File: src/core/kwu_pkg.sv
// kwu_pkg: register map, field layout and reset values of the key wake-up
// unit; assumes 32-bit AHB-Lite data with one register per aligned word.
package kwu_pkg;
  // ----------------------------------------------------------------
  // register byte offsets
  // ----------------------------------------------------------------
  localparam logic [7:0] OFS_CTRL   = 8'h00;
  localparam logic [7:0] OFS_PINEN  = 8'h04;
  localparam logic [7:0] OFS_PVAL   = 8'h08;
  localparam logic [7:0] OFS_PDIR   = 8'h0c;
  localparam logic [7:0] OFS_PPULL  = 8'h10;
  localparam logic [7:0] OFS_PIN    = 8'h14;
  localparam logic [7:0] OFS_ISTAT  = 8'h18;
  localparam logic [7:0] OFS_ICLR   = 8'h1c;
  localparam logic [7:0] OFS_IEN    = 8'h20;
  // ----------------------------------------------------------------
  // control register fields
  // ----------------------------------------------------------------
  localparam int POS_LVL  = 0;
  localparam int POS_IE   = 1;
  localparam int POS_ACK  = 2;
  localparam int POS_FLAG = 3;
  localparam int POS_POL  = 4;
  localparam int POL_W    = 4;
  localparam int PORT_W   = 8;
  localparam logic [7:0]  RST_BYTE = 8'h00;
  localparam logic [31:0] RD_ZERO  = 32'h0000_0000;
  localparam logic [1:0]  HTRANS_NONSEQ = 2'h2;
  typedef struct packed {
    logic [POL_W-1:0] pol;
    logic             ie;
    logic             lvl;
  } kwu_ctrl_t;
  localparam kwu_ctrl_t CTRL_RST = '{pol: 4'h0, ie: 1'b0, lvl: 1'b0};
endpackage

File: src/core/kwu_top.sv
// kwu_top: key wake-up unit sharing an 8-bit port, with AHB-Lite slave.
// assumes hclk is the bus clock, pin inputs are asynchronous to it and
// stop_mode / wait_mode come from clocked power control logic.
`timescale 1ns/10ps
`default_nettype none
// Summary of operation
// - One key unit whose eight inputs share the pins of an 8-bit port.
// - Eight enable bits let any mix of port pins act as key inputs.
// - Enabled key pins are forced to inputs, others follow port settings.
// - Software picks edge-only or edge-and-level detection.
// - Bits 3 to 0 always detect falling edges or low levels.
// - Bits 7 to 4 each pick rising/high or falling/low polarity.
// - Eight pull enable bits switch on a pull device on each input pin.
// - A key pin among bits 7 to 4 set for rising polarity gets a pulldown.
// - An enabled key event wakes the processor from wait and standby stop.
// - All eight inputs share one event flag and one interrupt enable.
// - An edge is seen as deasserted in one cycle and asserted in the next.
// - Writing one to the acknowledge bit clears the flag; it reads zero.
// - In level mode the flag stays set while any enabled input is asserted.
// - With the enable set the flag raises an interrupt, else it is polled.
module kwu_top #(
  parameter int PORT_W = kwu_pkg::PORT_W
) (
  input  wire logic              hclk,
  input  wire logic              hresetn,
  input  wire logic              hsel,
  input  wire logic [31:0]       haddr,
  input  wire logic [1:0]        htrans,
  input  wire logic              hwrite,
  input  wire logic [2:0]        hsize,
  input  wire logic [31:0]       hwdata,
  input  wire logic              hready,
  output logic      [31:0]       hrdata,
  output logic                   hreadyout,
  output logic                   hresp,
  input  wire logic [PORT_W-1:0] pin_in,
  output logic      [PORT_W-1:0] pin_out,
  output logic      [PORT_W-1:0] pin_oe,
  output logic      [PORT_W-1:0] pull_en,
  output logic      [PORT_W-1:0] pull_down,
  input  wire logic              wait_mode,
  input  wire logic              stop_mode,
  output logic                   irq,
  output logic                   wake_req
);
  // ----------------------------------------------------------------
  // registers
  // ----------------------------------------------------------------
  kwu_pkg::kwu_ctrl_t ctrl_q;
  logic [PORT_W-1:0] key_pin_enable_reg_q;
  logic [PORT_W-1:0] shared_port_value_q;
  logic [PORT_W-1:0] shared_port_direction_q;
  logic [PORT_W-1:0] shared_port_pull_enable_q;
  logic              key_event_flag_q;
  logic              key_event_flag_d;
  logic [PORT_W-1:0] sync1_q;
  logic [PORT_W-1:0] sync2_q;
  logic [PORT_W-1:0] act_prev_q;
  logic              wr_pend_q;
  logic              rd_pend_q;
  logic [7:0]        addr_q;
  logic [31:0]       hrdata_q;
  logic              hready_q;
  logic              irq_q;
  logic              wake_q;
  logic [PORT_W-1:0] pin_out_q;
  logic [PORT_W-1:0] pin_oe_q;
  logic [PORT_W-1:0] pull_en_q;
  logic [PORT_W-1:0] pull_down_q;

  // ----------------------------------------------------------------
  // bus decode
  // ----------------------------------------------------------------
  wire         acc_ok   = hsel & hready & (htrans == kwu_pkg::HTRANS_NONSEQ);
  wire         wr_start = acc_ok & hwrite;
  wire         rd_start = acc_ok & ~hwrite;
  wire         wr_ctrl  = wr_pend_q & (addr_q == kwu_pkg::OFS_CTRL);
  wire         wr_pinen = wr_pend_q & (addr_q == kwu_pkg::OFS_PINEN);
  wire         wr_pval  = wr_pend_q & (addr_q == kwu_pkg::OFS_PVAL);
  wire         wr_pdir  = wr_pend_q & (addr_q == kwu_pkg::OFS_PDIR);
  wire         wr_ppull = wr_pend_q & (addr_q == kwu_pkg::OFS_PPULL);
  wire         wr_iclr  = wr_pend_q & (addr_q == kwu_pkg::OFS_ICLR);
  wire         wr_ien   = wr_pend_q & (addr_q == kwu_pkg::OFS_IEN);
  wire         ack_wr   = (wr_ctrl & hwdata[kwu_pkg::POS_ACK]) |
                          (wr_iclr & hwdata[0]);
  wire [7:0]   wbyte    = hwdata[7:0];
  wire [7:0]   ctrl_rd  = {ctrl_q.pol, key_event_flag_q, 1'b0,
                           ctrl_q.ie, ctrl_q.lvl};
  // unmapped offsets read zero and ignore writes, still OKAY
  wire [31:0]  rd_mux   =
    (addr_q == kwu_pkg::OFS_CTRL)  ? {24'h000000, ctrl_rd} :
    (addr_q == kwu_pkg::OFS_PINEN) ? {24'h000000, key_pin_enable_reg_q} :
    (addr_q == kwu_pkg::OFS_PVAL)  ? {24'h000000, shared_port_value_q} :
    (addr_q == kwu_pkg::OFS_PDIR)  ? {24'h000000, shared_port_direction_q} :
    (addr_q == kwu_pkg::OFS_PPULL) ? {24'h000000, shared_port_pull_enable_q} :
    (addr_q == kwu_pkg::OFS_PIN)   ? {24'h000000, sync2_q} :
    (addr_q == kwu_pkg::OFS_ISTAT) ? {31'h00000000, key_event_flag_q} :
    (addr_q == kwu_pkg::OFS_IEN)   ? {31'h00000000, ctrl_q.ie} :
                                     kwu_pkg::RD_ZERO;

  // ----------------------------------------------------------------
  // bus phase tracking
  // ----------------------------------------------------------------
  // reads take one wait state so they see a write that just finished
  always_ff @(posedge hclk or negedge hresetn) begin
    if (!hresetn) begin
      wr_pend_q <= 1'b0;
      rd_pend_q <= 1'b0;
      addr_q    <= kwu_pkg::RST_BYTE;
      hrdata_q  <= kwu_pkg::RD_ZERO;
      hready_q  <= 1'b1;
    end else begin
      wr_pend_q <= wr_start;
      rd_pend_q <= rd_start;
      if (acc_ok) begin
        addr_q <= haddr[7:0];
      end
      if (rd_pend_q) begin
        hrdata_q <= rd_mux;
      end
      hready_q <= ~rd_start;
    end
  end

  // ----------------------------------------------------------------
  // software registers
  // ----------------------------------------------------------------
  always_ff @(posedge hclk or negedge hresetn) begin
    if (!hresetn) begin
      ctrl_q                    <= kwu_pkg::CTRL_RST;
      key_pin_enable_reg_q      <= kwu_pkg::RST_BYTE;
      shared_port_value_q       <= kwu_pkg::RST_BYTE;
      shared_port_direction_q   <= kwu_pkg::RST_BYTE;
      shared_port_pull_enable_q <= kwu_pkg::RST_BYTE;
    end else begin
      if (wr_ctrl) begin
        ctrl_q.pol <= wbyte[kwu_pkg::POS_POL +: kwu_pkg::POL_W];
        ctrl_q.ie  <= wbyte[kwu_pkg::POS_IE];
        ctrl_q.lvl <= wbyte[kwu_pkg::POS_LVL];
      end
      if (wr_ien) begin
        ctrl_q.ie <= wbyte[0];
      end
      if (wr_pinen) begin
        key_pin_enable_reg_q <= wbyte;
      end
      if (wr_pval) begin
        shared_port_value_q <= wbyte;
      end
      if (wr_pdir) begin
        shared_port_direction_q <= wbyte;
      end
      if (wr_ppull) begin
        shared_port_pull_enable_q <= wbyte;
      end
    end
  end

  // ----------------------------------------------------------------
  // pin synchroniser and detection
  // ----------------------------------------------------------------
  always_ff @(posedge hclk or negedge hresetn) begin
    if (!hresetn) begin
      sync1_q <= kwu_pkg::RST_BYTE;
      sync2_q <= kwu_pkg::RST_BYTE;
    end else begin
      sync1_q <= pin_in;
      sync2_q <= sync1_q;
    end
  end

  wire  [PORT_W-1:0] pol_bit;
  wire  [PORT_W-1:0] active;
  genvar gi;
  generate
    for (gi = 0; gi < PORT_W; gi = gi + 1) begin : g_pin
      // low nibble fixed falling/low; high nibble selectable
      if (gi < kwu_pkg::POS_POL) begin : g_fix
        assign pol_bit[gi] = 1'b0;
      end else begin : g_sel
        assign pol_bit[gi] = ctrl_q.pol[gi-kwu_pkg::POS_POL];
      end
      assign active[gi] = key_pin_enable_reg_q[gi] &
                          ~(sync2_q[gi] ^ pol_bit[gi]);
    end
  endgenerate

  // deasserted then asserted on consecutive cycles
  wire edge_hit  = |(active & ~act_prev_q);
  // level mode keeps setting; stop bypasses the edge path
  wire level_hit = |active & (ctrl_q.lvl | stop_mode);
  wire set_ev    = edge_hit | level_hit;

  // one common flag; set wins over acknowledge
  always_comb begin
    key_event_flag_d = key_event_flag_q;
    if (ack_wr) begin
      key_event_flag_d = 1'b0;
    end
    if (set_ev) begin
      key_event_flag_d = 1'b1;
    end
  end

  always_ff @(posedge hclk or negedge hresetn) begin
    if (!hresetn) begin
      act_prev_q       <= kwu_pkg::RST_BYTE;
      key_event_flag_q <= 1'b0;
    end else begin
      act_prev_q       <= active;
      key_event_flag_q <= key_event_flag_d;
    end
  end

  // ----------------------------------------------------------------
  // outputs
  // ----------------------------------------------------------------
  always_ff @(posedge hclk or negedge hresetn) begin
    if (!hresetn) begin
      irq_q       <= 1'b0;
      wake_q      <= 1'b0;
      pin_out_q   <= kwu_pkg::RST_BYTE;
      pin_oe_q    <= kwu_pkg::RST_BYTE;
      pull_en_q   <= kwu_pkg::RST_BYTE;
      pull_down_q <= kwu_pkg::RST_BYTE;
    end else begin
      irq_q       <= key_event_flag_d & ctrl_q.ie;
      // wake from wait or stop on an enabled event
      wake_q      <= key_event_flag_d & ctrl_q.ie & (wait_mode | stop_mode);
      pin_out_q   <= shared_port_value_q;
      pin_oe_q    <= shared_port_direction_q & ~key_pin_enable_reg_q;
      // pull only on pins acting as inputs
      pull_en_q   <= shared_port_pull_enable_q &
                     (key_pin_enable_reg_q | ~shared_port_direction_q);
      // rising key pins get a pulldown
      pull_down_q <= key_pin_enable_reg_q & pol_bit;
    end
  end

  assign hrdata    = hrdata_q;
  assign hreadyout = hready_q;
  assign hresp     = 1'b0;
  assign irq       = irq_q;
  assign wake_req  = wake_q;
  assign pin_out   = pin_out_q;
  assign pin_oe    = pin_oe_q;
  assign pull_en   = pull_en_q;
  assign pull_down = pull_down_q;
endmodule // kwu_top
`default_nettype wire

File: config.mk
export PLATFORM = sky130hd
export DESIGN_NAME = kwu_top
export DESIGN_NICKNAME = d
export VERILOG_FILES = /design/src/core/kwu_pkg.sv /design/src/core/kwu_top.sv
export SDC_FILE = /design/constraint.sdc
export NUM_CORES = 1
export LEC_CHECK = 0
export BUFFER_PORTS_ARGS = -buffer_cell sky130_fd_sc_hd__buf_4
export CORE_AREA = 4 4 122 124
export DETAILED_ROUTE_END_ITERATION = 10
export DIE_AREA = 0 0 126 128
export HOLD_SLACK_MARGIN = 0.05
export PLACE_DENSITY = 0.69
export SLEW_MARGIN = 20
export SYNTH_ARGS = -nofsm -noshare
export SYNTH_HDL_FRONTEND = slang
export SYNTH_SLANG_ARGS = --single-unit
File: constraint.sdc
create_clock -name hclk -period 1.92 [get_ports hclk]
set_input_delay 0.096 -clock hclk [delete_from_list [all_inputs] [get_ports hclk]]
set_output_delay 0.096 -clock hclk [all_outputs]
set_load 0.02 [all_outputs]
* Word level (Yosys, flattened, before mapping)
Index checks and enable logic that the tools add are counted.
Widths: inputs -> output; s select.
** Word-level totals
- Register bits after elaboration :: 140
- Bits of input ports :: 84
- Output and inout port bits :: 68
** Cells by class
- Equality and inequality tests :: 9
- Mux-type cells :: 12
- Bitwise logic cells :: 50
- Reduce and logical (&&, ||, !) cells :: 4
** Operator list (number)
- $mux 8 :: 6
- $and 8x8->8 :: 4
- $eq 8x5->1 const B :: 4
- $and 1x1->1 :: 24
- $not 8->8 :: 3
- $eq 8x4->1 const B :: 2
- $reduce_or 8->1 :: 2
- $not 1->1 :: 10
- $eq 8x3->1 const B :: 1
- $eq 8x6->1 const B :: 1
- $logic_not 8->1 :: 1
- $or 8x8->8 :: 1
- $mux 1 :: 5
- $or 1x1->1 :: 4
- $xor 1x1->1 :: 4
- $eq 2x2->1 const B :: 1
- $mux 2 :: 1
- $reduce_bool 2->1 :: 1

* Longest topological paths before layout
- Word-level depth :: 9
- Gate-level depth with buffers :: 6

* Worst setup path after synthesis
OpenSTA, ideal clock, no wires.
- Kind :: reg2reg
- Start point :: register addr_q[5]
- End point :: register shared_port_direction_q[0]
- Setup time :: 125 ps
- Arrival time :: 1675 ps
- Required time :: 1795 ps
- Slack :: 120 ps
- Cell stages (with the launch flop) :: 6
- Path buffers :: 1
- Path through :: dfrtp_1 > nor4_4 > and3_1 > nor2b_1 > buf_2 > mux2_2
** Between the ends
- Longest elaborated chain between the ends :: 2
** Ends and longest elaborated chain
- start, declared :: RTL line kwu_top.sv:61 : logic [7:0] addr_q;
- start signal, assigned :: RTL line kwu_top.sv:109 : addr_q <= kwu_pkg::RST_BYTE;
- start signal, assigned :: RTL line kwu_top.sv:116 : addr_q <= haddr[7:0];
- $eq 8x4->1 :: RTL line kwu_top.sv:80 : wire wr_pdir = wr_pend_q & (addr_q == kwu_pkg::OFS_PDIR);
- $and 1x1->1 :: RTL line kwu_top.sv:80
- end signal, assigned :: RTL line kwu_top.sv:133 : shared_port_direction_q <= kwu_pkg::RST_BYTE;
- end signal, assigned :: RTL line kwu_top.sv:151 : shared_port_direction_q <= wbyte;
- end, declared :: RTL line kwu_top.sv:52 : logic [PORT_W-1:0] shared_port_direction_q;
Every way passes these cells.
A chain may end at the register's enable or synchronous reset.

* Final worst setup path
- Start point :: register addr_q[7]
- End point :: register shared_port_pull_enable_q[1]
** Between the ends
- Longest elaborated chain between the ends :: 2
** Ends and longest elaborated chain
- $eq 8x5->1 :: RTL line kwu_top.sv:81 : wire wr_ppull = wr_pend_q & (addr_q == kwu_pkg::OFS_PPULL);
- $and 1x1->1 :: RTL line kwu_top.sv:81
- end signal, assigned :: RTL line kwu_top.sv:134 : shared_port_pull_enable_q <= kwu_pkg::RST_BYTE;
- end signal, assigned :: RTL line kwu_top.sv:154 : shared_port_pull_enable_q <= wbyte;
- end, declared :: RTL line kwu_top.sv:53 : logic [PORT_W-1:0] shared_port_pull_enable_q;
Every way passes these cells.

==> impl_metrics.ini <==
[outcome]
status = completed

[timing]
period_needed_ns = 1.89
hold_viol_final = 0
worst_pin_slew_ns = 0.498
min_period_over_period = 0.982
final.setup.worst_slack_ns = 0.0346
tns_ns = 0
maxSlewViolCount = 0
grt_setup_unrepaired = no
relSlewSlack = 0.666
fin_skew_ns = 0.0115
fmax_mhz = 530
finalSetupViolations = 0

[synthesis]
ys_async_sr_fraction = 1.00
post_synth_main_area_contributors = dfrtp_1, mux2_2, buf_4
syn_inst = 375
synth_area_leader_cell = dfrtp_1
synth-main-ff-cell = dfrtp_1
ys_seq_elements = 112
netlist-cell-type-count = 46
ys_warn_count = 0
syn_area_mm2 = 0.00476
ys_seq_area_frac = 0.590
yosys-top-cells-count = dfrtp_1, mux2_2, buf_4, a21oi_1, nor2b_1
synth.most_common_cell = dfrtp_1
syn_area_per_cell_um2 = 12.7
synth.top_cell.area_share = 0.584
synth-edff-count = 0

[clock_tree]
cts.path.max_buffers = 2
cts_root_buf = clkbuf_16
cts.sinks = 112
path_clk_slew_ns = 0.08
htreeDepth = 3
cts_tree = yes
clkLatencyLatePin_ns = 0.35
cts_buffers = 9

[finish]
area_growth_pct = 29.3
final_nets = 573
post-route-util = 0.446
fill_cells = 1266
drive_gt1_frac = 0.348
num_antenna_cells = 0

[setup_path]
crit_path_cell_trace = or4b_4 > nand2b_4 > buf_4 > mux2_2
required_ns = 2.15
criticalPathCategory = register to register
worst-path-max-fanout = 11
worstSetupEndpointType = register
start_kind = register
critical_path.max_stage_delay_ns = 0.67
slowest_stage = or4b_4
arrival_ns = 2.12

[place]
dp_slack_ns = -0.0547
hpwlAfterDp_um = 7630
place_congestion = 0.872
io_buffers = 71

[drt]
wirelength_um = 10700
drcViolationCount = 0
detail-route-antenna-nets = 0
via_count = 3234
dr.pass1.iters = 4
drtIter0Drc = 197
post_drt_wl_per_cell_um = 15.8
vias_per_cell = 4.80

[grt]
overflow = 0
grt_max_degree = 43
grt_pass1_wl_um = 17000
antenna_found_initial = 0
track_usage = 0.134
grt_pass1_vias = 3266

[power_and_ir_drop]
seqPwrFrac = 0.480
max-vdd-ir-drop_uv = 431
p_leak_nw = 2.78
power.share.switching = 0.299
switching_power_w = 0.00170
power.density_mw_per_mm2 = 925
p_clk_frac = 0.321
intPower_w = 0.00399
power_frac_comb = 0.199

[floorplan]
chipHeight_um = 128
io_pins = 152
floorplan.initialDensity = 0.345
core_area_mm2 = 0.0138
row_count = 43
dieWidth_um = 126
die_area_mm2 = 0.0161

[run]
cap_violations = 0

[hold_path]
hp-class = input pin to register
==> worst max-delay path, delay by kind of cell, from the launching register on <==
family / cells / cell delay [ns]
multiplexers: 1 / 0.27
AND/OR/NAND/NOR: 2 / 0.86
buffers and inverters: 1 / 0.17
flip-flops: 1 / 0.46
==> routing by layer <==
metal	up-vias	track usage	part of all wire
li1	1500	-	-
met1	1593	0.180	0.44
met2	116	0.204	0.47
met3	25	0.0342	0.061
met4	0	0.0593	0.029
met5	-	0	0
==> final timing paths <==
check | startpoint | depth (start not counted) | to | slack, ns
max | addr_q[7] | 4 | shared_port_pull_enable_q[1] | 0.03
min in group asynchronous | hresetn | 2 | pull_en[4] | 0.23
max reg2reg | addr_q[7] | 4 | shared_port_pull_enable_q[1] | 0.03
max in group asynchronous | hresetn | 3 | hreadyout | 1.08
min | wait_mode | 3 | wake_req | 0.11
min reg2reg | sync1_q[1] | 0 | sync2_q[1] | 0.35
==> kinds of logic (layout without fill, tap and decap cells) <==
family | count (synthesis) | in the layout | synth area share
XOR/XNOR | 4 | 4 | 0.00737
buffers and inverters | 54 | 145 | 0.0684
flip-flops | 112 | 112 | 0.590
AO/OA/AOI/OAI | 59 | 59 | 0.0860
other | 1 | 29 | 0.000789
multiplexers | 61 | 61 | 0.140
AND/OR/NAND/NOR | 84 | 84 | 0.107
==> metrics by stage <==
stage	hold slack [ns]	power (W)	instance area (um^2)	instances
after floorplan	-0.200	0.00341	4860	403
after global placement	0.0668	0.00379	5540	631
after detailed placement	0.0708	0.00383	5540	631
after CTS	0.103	0.00571	6110	674
after global routing	0.145	0.00597	6150	674
final	0.112	0.00569	6150	674
==> cell type report <==
| type | count | area [um^2] | area share |
|---|---|---|---|
| flip-flops and latches | 112 | 2810 | 0.457 |
| clock buffers | 9 | 225 | 0.0366 |
| repair buffers | 122 | 1020 | 0.166 |
| well taps | 180 | 225 | 0.0366 |
| inverters | 7 | 26.3 | 0.00427 |
| clock inverters | 7 | 70.1 | 0.0114 |
| multi-input cells | 237 | 1780 | 0.289 |
==> sequential cells by signal, indices dropped and copies added, names as in the netlist, 4 cells and up <==
name	count
shared_port_pull_enable_q	8
addr_q	8
hrdata	8
pull_en	8
shared_port_value_q	8
shared_port_direction_q	8
ctrl_q	6
sync2_q	8
pin_oe	8
act_prev_q	8
sync1_q	8
pull_down	4
pin_out	8
key_pin_enable_reg_q	8
==> layout by cell type, fill, tap and decap left out, types with 2 or more instances in the layout <==
master,n
a2111oi_2,2
a211oi_1,2
a21oi_1,22
a31oi_1,10
and2_1,8
and3_1,4
buf_12,3
buf_4,93
clkbuf_16,9
conb_1,29
dfrtp_1,109
dfrtp_2,2
dlygate4sd3_1,26
inv_1,7
inv_6,3
mux2_2,46
mux2i_1,15
nand2_1,11
nand2b_1,5
nand3_1,4
nand3b_1,5
nor2_1,10
nor2b_1,21
nor3_1,2
nor3b_1,3
o211ai_1,7
o32ai_1,6
o32ai_2,2
xnor2_1,4
==> power groups by stage <==
stage	Combinational (W)	Sequential, W	Clock (W)
after floorplan	0.000618	0.00279	0
after global placement	0.00103	0.00276	0
after detailed placement	0.00106	0.00277	0
after CTS	0.00111	0.00273	0.00187
after global routing	0.00123	0.00276	0.00198
final	0.00113	0.00273	0.00183
==> repair_timing <==
| action | CTS | global route |
|---|---|---|
| cloned | 0 | 0 |
| hold endpoints to repair | 85 | 0 |
| hold buffers | 26 | 0 |
| pin swaps | 2 | 1 |
| setup buffers | 1 | 0 |
| endpoints found under the setup margin | 15 | 8 |
| gates resized for setup | 4 | 6 |
Note: power is estimated with default switching activity, not from simulation.
